[config.mk]
export PLATFORM = sky130hd
export DESIGN_NAME = tcr_regs
export DESIGN_NICKNAME = d
export VERILOG_FILES = /design/src/rtl/tcr_pkg.sv /design/src/rtl/tcr_pulse_if.sv /design/src/rtl/tcr_pulse_timer.sv /design/src/rtl/tcr_regs.sv
export SDC_FILE = /design/constraint.sdc
export NUM_CORES = 1
export LEC_CHECK = 0
export ABC_AREA = 1
export BUFFER_PORTS_ARGS = -buffer_cell sky130_fd_sc_hd__buf_4
export CAP_MARGIN = 25
export CORE_ASPECT_RATIO = 1.2
export CORE_UTILIZATION = 45
export CTS_CLUSTER_SIZE = 10
export DETAILED_ROUTE_END_ITERATION = 16
export GPL_ROUTABILITY_DRIVEN = 0
export PLACE_DENSITY = 0.71
export SLEW_MARGIN = 20
export SYNTH_ARGS = -nofsm -noshare
export SYNTH_HDL_FRONTEND = slang
export SYNTH_SLANG_ARGS = --single-unit
export TNS_END_PERCENT = 50
[constraint.sdc]
create_clock -name aclk -period 3.4 [get_ports aclk]
set_clock_uncertainty 0.15 [all_clocks]
set_input_delay 0.17 -clock aclk [delete_from_list [all_inputs] [get_ports aclk]]
set_output_delay 0.17 -clock aclk [all_outputs]
set_load 0.005 [all_outputs]
[src/rtl/tcr_pkg.sv]
// register offsets, field positions, reset values and timing for the control bank
package tcr_pkg;
    // register indices (byte address is four times the index)
    localparam logic [3:0] IDX_BAND = 4'h1;
    localparam logic [3:0] IDX_LVL = 4'h2;
    localparam logic [3:0] IDX_RXFREQ = 4'ha;
    localparam logic [3:0] IDX_GAIN = 4'hb;
    localparam logic [3:0] IDX_STEPS = 4'hc;
    localparam logic [3:0] IDX_DUR = 4'hd;
    localparam logic [3:0] IDX_INTEG = 4'he;
    // own registers: status readback and mode control
    localparam logic [3:0] IDX_STATUS = 4'h0;
    localparam logic [3:0] IDX_MODE = 4'hf;
    // field positions
    localparam int TX_BAND_BIT = 4;
    localparam int RX_BAND_LO = 1;
    localparam int LVL_BIT = 1;
    localparam int SRST_BIT = 0;
    localparam int GAIN_W = 7;
    localparam int GAIN_CAL_LO = 1;
    // reset values
    localparam logic [15:0] RST_BAND = 16'h0004;
    localparam logic [15:0] RST_LVL = 16'h0002;
    localparam logic [15:0] RST_RXFREQ = 16'h9858;
    localparam logic [15:0] RST_GAIN = 16'h0000;
    localparam logic [15:0] RST_STEPS = 16'h0fa6;
    localparam logic [15:0] RST_DUR = 16'h103e;
    localparam logic [15:0] RST_INTEG = 16'he000;
    localparam logic [15:0] RST_CAL = 16'h0010;
    // gain mode constants
    localparam logic [7:0] MODE_K_WIDE = 8'h08;
    localparam logic [7:0] MODE_K_NARROW = 8'h11;
    // soft reset pulse timing
    localparam int SRST_NS = 50000;
    localparam int CLK_NS = 10;
    localparam int SRST_CYCLES = SRST_NS / CLK_NS;
    // bus answers
    localparam logic [1:0] RESP_OKAY = 2'h0;
    localparam logic [1:0] RESP_SLVERR = 2'h2;
endpackage

[src/rtl/tcr_pulse_if.sv]
// carrier between the bank and its soft reset pulse timer
`timescale 1ns/1ns
interface tcr_pulse_if;
    logic start; // one-cycle launch request
    logic busy; // pulse in progress
    modport bank (output start, input busy);
    modport timer (input start, output busy);
endinterface

[src/rtl/tcr_pulse_timer.sv]
// soft reset pulse timer: holds busy for a fixed count of cycles
`timescale 1ns/1ns
module tcr_pulse_timer
    import tcr_pkg::*;
#(
    parameter int CYCLES = SRST_CYCLES
)
(
    // clock and reset
    input wire logic aclk,
    input wire logic aresetn,
    // launch and status
    tcr_pulse_if.timer pls
);
    logic [15:0] cnt_ff; // cycles left in the pulse

    // restart on every launch; the bank launches only while idle, so an edge written mid-pulse gives no pulse
    always_ff @(posedge aclk)
    begin
        if (!aresetn)
            cnt_ff <= 16'h0000;
        else if (pls.start)
            cnt_ff <= 16'(CYCLES);
        else if (cnt_ff != 16'h0000)
            cnt_ff <= cnt_ff - 16'h0001;
    end

    assign pls.busy = (cnt_ff != 16'h0000);
endmodule

[src/rtl/tcr_regs.sv]
// write-only transceiver control bank behind an axi4-lite slave
//
// Design decision made here: the AXI4-Lite register port.
`timescale 1ns/1ns
module tcr_regs
    import tcr_pkg::*;
#(
    parameter int SRST_LEN = SRST_CYCLES
)
(
    // clock and reset
    input wire logic aclk,
    input wire logic aresetn,
    // axi4-lite write address
    input wire logic [5:0] s_axi_awaddr,
    input wire logic s_axi_awvalid,
    output logic s_axi_awready,
    // axi4-lite write data
    input wire logic [31:0] s_axi_wdata,
    input wire logic [3:0] s_axi_wstrb,
    input wire logic s_axi_wvalid,
    output logic s_axi_wready,
    // axi4-lite write response
    output logic [1:0] s_axi_bresp,
    output logic s_axi_bvalid,
    input wire logic s_axi_bready,
    // axi4-lite read address
    input wire logic [5:0] s_axi_araddr,
    input wire logic s_axi_arvalid,
    output logic s_axi_arready,
    // axi4-lite read data
    output logic [31:0] s_axi_rdata,
    output logic [1:0] s_axi_rresp,
    output logic s_axi_rvalid,
    input wire logic s_axi_rready,
    // band selects
    output logic tx_high_port,
    output logic tx_low_port,
    output logic rx_low_port,
    output logic rx_high_port_one,
    output logic rx_high_port_two,
    // interface supply and chip reset
    output logic interface_level_select,
    output logic chip_reset,
    // receive path settings
    output logic [15:0] rx_synth_word,
    output logic [7:0] rx_gain_db,
    output logic [3:0] skip_mask,
    output logic [3:0] sdm_enable_mask,
    output logic [3:0] mixer_threshold,
    output logic [3:0] lna_threshold,
    output logic [3:0] offset_adc_range_mask,
    output logic [3:0] state2_duration,
    output logic [3:0] state1_duration,
    output logic [3:0] state0_duration,
    output logic [3:0] state3_integrator_constant
);
    // write handshake phases
    typedef enum logic [1:0] {W_IDLE, W_RESP} tcr_wstate_t;

    tcr_wstate_t wst_ff; // write channel phase
    logic aw_got_ff; // address held
    logic w_got_ff; // data held
    logic [3:0] aw_idx_ff; // latched register index
    logic [15:0] w_data_ff; // latched low half word
    logic [3:0] w_strb_ff; // latched byte enables
    logic [1:0] bresp_ff; // pending write answer
    logic rvalid_ff; // read answer pending
    logic [31:0] rdata_ff; // read data
    logic [1:0] rresp_ff; // read answer code
    logic [15:0] band_ff; // band and synth enables
    logic [15:0] lvl_ff; // level and soft reset bit
    logic [15:0] rxfreq_ff; // synth word
    logic [15:0] gain_ff; // gain word
    logic [15:0] steps_ff; // offset loop steps
    logic [15:0] dur_ff; // offset loop durations
    logic [15:0] integ_ff; // offset loop integrators
    logic [15:0] mode_ff; // mode bit 0 and calibration 5:1
    logic wr_fire; // commit this cycle
    logic wr_ok; // commit is a whole word to a mapped register
    logic [15:0] wr_word; // whole word being committed
    logic [7:0] gain_sum; // intermediate gain value
    tcr_pulse_if pls();

    // map an index to a mapped writable register
    function automatic logic idx_writable(input logic [3:0] idx);
        return idx == IDX_BAND || idx == IDX_LVL || idx == IDX_RXFREQ ||
            idx == IDX_GAIN || idx == IDX_STEPS || idx == IDX_DUR ||
            idx == IDX_INTEG || idx == IDX_MODE;
    endfunction

    // address and data arrive in any order; each ready drops once held
    assign s_axi_awready = (wst_ff == W_IDLE) && !aw_got_ff;
    assign s_axi_wready = (wst_ff == W_IDLE) && !w_got_ff;
    assign s_axi_bvalid = (wst_ff == W_RESP);
    assign s_axi_bresp = bresp_ff;
    assign wr_fire = (wst_ff == W_IDLE) && aw_got_ff && w_got_ff;
    // partial writes are refused: a register updates only as a whole word
    assign wr_ok = idx_writable(aw_idx_ff) && (w_strb_ff[1:0] == 2'h3);
    assign wr_word = w_data_ff;

    // address capture
    always_ff @(posedge aclk)
    begin
        if (!aresetn)
        begin
            aw_got_ff <= 1'b0;
            aw_idx_ff <= 4'h0;
        end
        else if (s_axi_awvalid && s_axi_awready)
        begin
            aw_got_ff <= 1'b1;
            aw_idx_ff <= s_axi_awaddr[5:2];
        end
        else if (wr_fire)
            aw_got_ff <= 1'b0;
    end

    // data capture
    always_ff @(posedge aclk)
    begin
        if (!aresetn)
        begin
            w_got_ff <= 1'b0;
            w_data_ff <= 16'h0000;
            w_strb_ff <= 4'h0;
        end
        else if (s_axi_wvalid && s_axi_wready)
        begin
            w_got_ff <= 1'b1;
            w_data_ff <= s_axi_wdata[15:0];
            w_strb_ff <= s_axi_wstrb;
        end
        else if (wr_fire)
            w_got_ff <= 1'b0;
    end

    // write phase and answer
    always_ff @(posedge aclk)
    begin
        if (!aresetn)
        begin
            wst_ff <= W_IDLE;
            bresp_ff <= RESP_OKAY;
        end
        else
        begin
            case (wst_ff)
                W_IDLE:
                begin
                    if (wr_fire)
                    begin
                        wst_ff <= W_RESP;
                        bresp_ff <= wr_ok ? RESP_OKAY : RESP_SLVERR;
                    end
                end
                W_RESP:
                begin
                    if (s_axi_bready)
                        wst_ff <= W_IDLE;
                end
                default:
                    wst_ff <= W_IDLE;
            endcase
        end
    end

    // register bank; soft reset returns every field to its default
    always_ff @(posedge aclk)
    begin
        if (!aresetn || pls.busy)
        begin
            band_ff <= RST_BAND;
            lvl_ff <= RST_LVL;
            rxfreq_ff <= RST_RXFREQ;
            gain_ff <= RST_GAIN;
            steps_ff <= RST_STEPS;
            dur_ff <= RST_DUR;
            integ_ff <= RST_INTEG;
            mode_ff <= RST_CAL;
        end
        else if (wr_fire && wr_ok)
        begin
            case (aw_idx_ff)
                IDX_BAND: band_ff <= wr_word;
                IDX_LVL: lvl_ff <= wr_word;
                IDX_RXFREQ: rxfreq_ff <= wr_word;
                IDX_GAIN: gain_ff <= wr_word;
                IDX_STEPS: steps_ff <= wr_word;
                IDX_DUR: dur_ff <= wr_word;
                IDX_INTEG: integ_ff <= wr_word;
                IDX_MODE: mode_ff <= wr_word;
                default: ;
            endcase
        end
        else
            lvl_ff[SRST_BIT] <= 1'b0;
    end

    // launch on a 0 to 1 change of the bit; it has self-cleared since any earlier write
    assign pls.start = wr_fire && wr_ok && aw_idx_ff == IDX_LVL &&
        wr_word[SRST_BIT] && !lvl_ff[SRST_BIT] && !pls.busy;

    tcr_pulse_timer #(
        .CYCLES(SRST_LEN)
    ) u_timer (
        .aclk(aclk),
        .aresetn(aresetn),
        .pls(pls)
    );

    // read channel: status word only, the bank itself is write-only
    assign s_axi_arready = !rvalid_ff;
    assign s_axi_rvalid = rvalid_ff;
    assign s_axi_rdata = rdata_ff;
    assign s_axi_rresp = rresp_ff;

    always_ff @(posedge aclk)
    begin
        if (!aresetn)
        begin
            rvalid_ff <= 1'b0;
            rdata_ff <= 32'h0000_0000;
            rresp_ff <= RESP_OKAY;
        end
        else if (s_axi_arvalid && s_axi_arready)
        begin
            rvalid_ff <= 1'b1;
            if (s_axi_araddr[5:2] == IDX_STATUS)
            begin
                rdata_ff <= {31'h0000_0000, pls.busy};
                rresp_ff <= RESP_OKAY;
            end
            else
            begin
                rdata_ff <= 32'h0000_0000;
                rresp_ff <= RESP_SLVERR;
            end
        end
        else if (s_axi_rready)
            rvalid_ff <= 1'b0;
    end

    // band outputs decoded from the written fields
    assign tx_high_port = band_ff[TX_BAND_BIT];
    assign tx_low_port = !band_ff[TX_BAND_BIT];
    assign rx_low_port = band_ff[RX_BAND_LO +: 2] == 2'h1;
    assign rx_high_port_one = band_ff[RX_BAND_LO +: 2] == 2'h2;
    assign rx_high_port_two = band_ff[RX_BAND_LO +: 2] == 2'h3;
    assign interface_level_select = lvl_ff[LVL_BIT];
    assign chip_reset = pls.busy;
    assign rx_synth_word = rxfreq_ff;

    // effective gain: setting minus calibration plus mode constant
    assign gain_sum = {1'b0, gain_ff[GAIN_W-1:0]} - {3'h0, mode_ff[GAIN_CAL_LO +: 5]}
        + (mode_ff[0] ? MODE_K_NARROW : MODE_K_WIDE);
    assign rx_gain_db = gain_sum;
    assign skip_mask = steps_ff[15:12];
    assign sdm_enable_mask = steps_ff[11:8];
    assign mixer_threshold = steps_ff[7:4];
    assign lna_threshold = steps_ff[3:0];
    assign offset_adc_range_mask = dur_ff[15:12];
    assign state2_duration = dur_ff[11:8];
    assign state1_duration = dur_ff[7:4];
    assign state0_duration = dur_ff[3:0];
    assign state3_integrator_constant = integ_ff[15:12];

    // busy cycles of the running pulse, so its exact length can be checked
    logic [15:0] pulse_len_ff; // cycles seen in the current pulse

    // counts while busy and clears between pulses; only the checks read it
    always_ff @(posedge aclk)
    begin
        if (!aresetn)
            pulse_len_ff <= 16'h0000;
        else if (pls.busy)
            pulse_len_ff <= pulse_len_ff + 16'h0001;
        else
            pulse_len_ff <= 16'h0000;
    end

    // soft reset pulse: launched by the edge, held, and exactly the programmed length
    a_pulse_launch: assert property (@(posedge aclk) disable iff (!aresetn)
        pls.start |=> chip_reset) else $error("soft reset not launched");
    a_pulse_len: assert property (@(posedge aclk) disable iff (!aresetn)
        $rose(chip_reset) |-> chip_reset [*8]) else $error("reset pulse too short");
    a_pulse_exact: assert property (@(posedge aclk) disable iff (!aresetn)
        $fell(chip_reset) |-> pulse_len_ff == 16'(SRST_LEN))
        else $error("reset pulse length wrong");
    // defaults come back while the pulse runs, the level bit included
    a_level_default: assert property (@(posedge aclk) disable iff (!aresetn)
        chip_reset |=> interface_level_select) else $error("level not 2.8 V");
    a_srst_clear: assert property (@(posedge aclk) disable iff (!aresetn)
        $rose(lvl_ff[SRST_BIT]) |=> !lvl_ff[SRST_BIT]) else $error("bit stuck");
    a_reset_deflt: assert property (@(posedge aclk)
        disable iff (!aresetn) $fell(chip_reset) |->
        skip_mask == 4'h0 && sdm_enable_mask == 4'hf
        && state0_duration == 4'he && state3_integrator_constant == 4'he)
        else $error("defaults lost");
    // band and level fields follow the written word
    a_tx_select: assert property (@(posedge aclk) disable iff (!aresetn)
        tx_high_port != tx_low_port) else $error("tx port clash");
    a_band_write: assert property (@(posedge aclk) disable iff (!aresetn || pls.busy)
        wr_fire && wr_ok && aw_idx_ff == IDX_BAND |=>
        tx_high_port == $past(wr_word[TX_BAND_BIT])) else $error("tx band not stored");
    a_rx_onehot: assert property (@(posedge aclk) disable iff (!aresetn)
        $onehot0({rx_low_port, rx_high_port_one, rx_high_port_two}))
        else $error("rx port clash");
    a_level_bit: assert property (@(posedge aclk) disable iff (!aresetn || pls.busy)
        wr_fire && wr_ok && aw_idx_ff == IDX_LVL |=>
        interface_level_select == $past(wr_word[LVL_BIT])) else $error("level bit wrong");
    // whole-word stores and refusals
    a_write_whole: assert property (@(posedge aclk)
        disable iff (!aresetn || pls.busy)
        wr_fire && wr_ok && aw_idx_ff == IDX_RXFREQ |=> rx_synth_word == $past(wr_word))
        else $error("synth word not stored");
    a_steps_write: assert property (@(posedge aclk)
        disable iff (!aresetn || pls.busy)
        wr_fire && wr_ok && aw_idx_ff == IDX_STEPS |=>
        {skip_mask, sdm_enable_mask, mixer_threshold, lna_threshold} == $past(wr_word))
        else $error("steps word not stored");
    a_dur_write: assert property (@(posedge aclk)
        disable iff (!aresetn || pls.busy)
        wr_fire && wr_ok && aw_idx_ff == IDX_DUR |=>
        {offset_adc_range_mask, state2_duration, state1_duration, state0_duration}
        == $past(wr_word)) else $error("duration word not stored");
    // a refused write leaves the synth word alone
    a_refused_keep: assert property (@(posedge aclk)
        disable iff (!aresetn || pls.busy)
        wr_fire && !wr_ok |=> rx_synth_word == $past(rx_synth_word))
        else $error("refused write changed a register");
    // gain recomputed with the literal mode constants
    a_gain_mode: assert property (@(posedge aclk) disable iff (!aresetn)
        rx_gain_db == 8'(gain_ff[6:0] - mode_ff[5:1] + (mode_ff[0] ? 17 : 8)))
        else $error("gain mismatch");
endmodule

==> impl_metrics.json <==
{
  "outcome": "completed",
  "relSlewSlack": 0.5425,
  "syn-mean-instance-area_um2": 7.296,
  "worst_r2r_path_depth": 7,
  "final_area_mm2": 0.006975,
  "drt-total-wl_mm": 12.43,
  "start_util": 0.4623,
  "p_leak_nw": 3.612,
  "fin_ws_ns": 0.5316,
  "cts-root-buf": "clkbuf_16",
  "final_cells": 1039,
  "fin_crit_ns": 2.868,
  "finalHoldViolCount": 0,
  "seq_area_frac_synth": 0.4305,
  "yosys.area.top_type": "dfxtp_1",
  "insertion_delay_ns": 0.41,
  "rr_startpoint": "s_axi_rvalid",
  "synth_ff_type": "dfxtp_1",
  "max_freq_mhz": 348.6,
  "htreeDepth": 4,
  "rsz0062_at_grt": "false",
  "finalNetCount": 938,
  "finalPower_mw": 4.171,
  "holdWs_ns": 0.02125,
  "cts_buffers": 17,
  "grtUsageMet2": 0.3476,
  "placed_area_mm2": 0.006128,
  "wl_per_cell_um": 11.96,
  "layout-drive-gt1-share": 0.1871,
  "setup_violations": 0,
  "ys_seq_elements": 115,
  "critPathRequiredTime_ns": 3.08,
  "powerDensity_mw_per_mm2": 598.0,
  "worstSetupPathType": "reg -> out",
  "core-area_mm2": 0.01157,
  "die_h_um": 121.4,
  "io_buffer_count": 107,
  "n_antenna_cell": 0,
  "hold_depth": 3,
  "first_pass_iters": 4,
  "fin_util": 0.6030,
  "hold_class": "in -> reg",
  "path_max_fanout": 5,
  "totalNegativeSetupSlack_ns": 0,
  "grt_pass1_vias": 4291,
  "synth_top_cell_area_share": 0.4305,
  "vias_per_cell": 4.635,
  "pre_cts_ws_ns": 0.9538,
  "cts_max_path_buffers": 2,
  "synth-edff-count": 0,
  "cts_tree": "done",
  "maxCapViolCount": 0,
  "hpwl_mm": 8.594,
  "ant_nets": 0,
  "cp-start-kind": "flip-flop",
  "post_synth_num_cell_types": 36,
  "cts_resized": 0,
  "route.detailed.drc": 0,
  "synth_area_leaders": "dfxtp_1 43%, nand2_1 12%, inv_1 7.4%",
  "reg2reg_slack_ns": 1.15,
  "num_rows": 43,
  "grt_pass1_wl_mm": 20.07,
  "hold_path_startpoint": "aresetn",
  "drv_slew": 0,
  "peakVddDrop_mv": 0.4559,
  "grt_usage": 0.2105,
  "vias": 4816,
  "worst_pin_slew_ns": 0.6846,
  "crit_path_end_kind": "primary output",
  "grt-busiest-layer": "met2",
  "dieWidth_um": 101.5,
  "synthArstFlopShare": 0,
  "min_to": "u_timer.cnt_ff[8]",
  "placed_cells": 977,
  "antenna_found_initial": 0,
  "syn-cell-area_mm2": 0.005348,
  "yosys_warnings": 0,
  "timing.rr.end": "s_axi_rdata[0]",
  "syn_to_final_growth_pct": 30.44,
  "dieArea_mm2": 0.01233,
  "use_met3": 0.06048,
  "crit_arrival_ns": 2.55,
  "grt-ovfl-total": 0,
  "io_pins": 163,
  "fin_crit_sh": 0.8437,
  "cts_sinks": 115,
  "netlist_instances": 733,
  "path_clk_slew_ns": 0.05,
  "grt_max_degree": 71,
  "met1_usage": 0.2587,
  "drt_iter0_drc": 198
}
[report_power, final]
| group | internal [mW] | switching, mW |
|---|---|---|
| sequential | 1.46 | 0.0919 |
| clock | 0.954 | 0.658 |
| combinational | 0.366 | 0.642 |
[worst max-delay path, cell delays in order (launching register included)]
cell,delay (ns)
dfxtp_1,0.30
inv_1,0.06
fa_1,0.54
inv_1,0.04
ha_1,0.35
a21oi_1,0.16
o21ai_0,0.13
nand2_1,0.08
nand2_1,0.05
a21oi_1,0.15
inv_1,0.06
nand2_1,0.05
nand2_1,0.04
buf_4,0.12
[final cells by class]
| type | instances | area [um^2] |
|---|---|---|
| Timing Repair Buffer | 141 | 1154 |
| Clock inverter | 14 | 107.6 |
| Clock buffer | 18 | 439.2 |
| Tap cell | 157 | 196.4 |
| Sequential cell | 115 | 2302 |
| Fill cell | 1097 | 4592 |
| Multi-Input combinational cell | 484 | 2359 |
| Inverter | 110 | 417.9 |
[logic make-up (layout without fill, tap and decap cells)]
group           after synthesis  count (layout)  synth area share
compound gates              116             116            0.1196
xor+xnor                     12              12           0.01965
flops                       115             115            0.4305
other cells                   1              33         0.0007012
fa+ha+maj                    14              14           0.03697
simple gates                309             309            0.2417
buf+inv                     166             283            0.1509
[repair_timing]
action,4_1_cts,5_1_grt
setup endpoints to repair,0,0
buffers inserted,0,0
endpoints found under the hold margin,26,0
hold buffers,30,0
[cell usage in the layout, fill, tap and decap left out, types with 3 or more instances in the layout]
master | Yosys | final
clkinvlp_4 | 0 | 3
o211ai_1 | 21 | 21
nand4_1 | 5 | 5
nand2_2 | 4 | 4
clkbuf_16 | 0 | 17
nor3_1 | 4 | 4
clkinv_4 | 1 | 7
ha_1 | 11 | 11
dfxtp_1 | 115 | 115
nand2_1 | 175 | 175
a21oi_1 | 60 | 60
or2_2 | 4 | 4
nor2_2 | 5 | 5
nand3_1 | 13 | 13
conb_1 | 1 | 33
clkinv_2 | 0 | 3
fa_1 | 3 | 3
xor2_1 | 10 | 10
dlygate4sd3_1 | 0 | 30
nor2_1 | 90 | 90
buf_4 | 37 | 109
inv_1 | 105 | 105
o21ai_0 | 33 | 33
[cell usage after synthesis, types with 2 or more instances]
library cell and instances:
fa_1 3, nor2_1 90, buf_6 4, clkinv_1 2, o211ai_1 21, xnor2_1 2, inv_2 2, clkbuf_1 6
inv_1 105, ha_1 11, buf_2 8, o21ai_0 33, a21oi_1 60, buf_4 37, nor2_2 5, nand3_1 13
nand2_2 4, nand2_1 175, xor2_1 10, nor3_1 4, nand3_4 2, or2_2 4, dfxtp_1 115, nand4_1 5
[worst max-delay path by stage]
stage,end,depth (start not counted),start
floorplan,rx_gain_db[6],12,gain_ff[3]
global placement,rx_gain_db[6],13,gain_ff[3]
detailed placement,rx_gain_db[6],13,gain_ff[3]
CTS,rx_gain_db[6],13,gain_ff[3]
global route,rx_gain_db[6],13,gain_ff[3]
finish,rx_gain_db[6],13,gain_ff[3]
[per-layer routing]
metal | up-vias | part of all wire
li1 | 2495 | -
met1 | 2174 | 0.44
met5 | - | 0
met4 | 0 | 0.021
met3 | 20 | 0.058
met2 | 127 | 0.48
[registers in the layout, summed over array words and instances (netlist names), 6 cells and up]
name            cells
dur_ff             16
rx_synth_word      16
steps_ff           16
u_timer.cnt_ff     16
w_data_ff          16
gain_ff             7
mode_ff             6
Power figures use the tool's default switching activity.
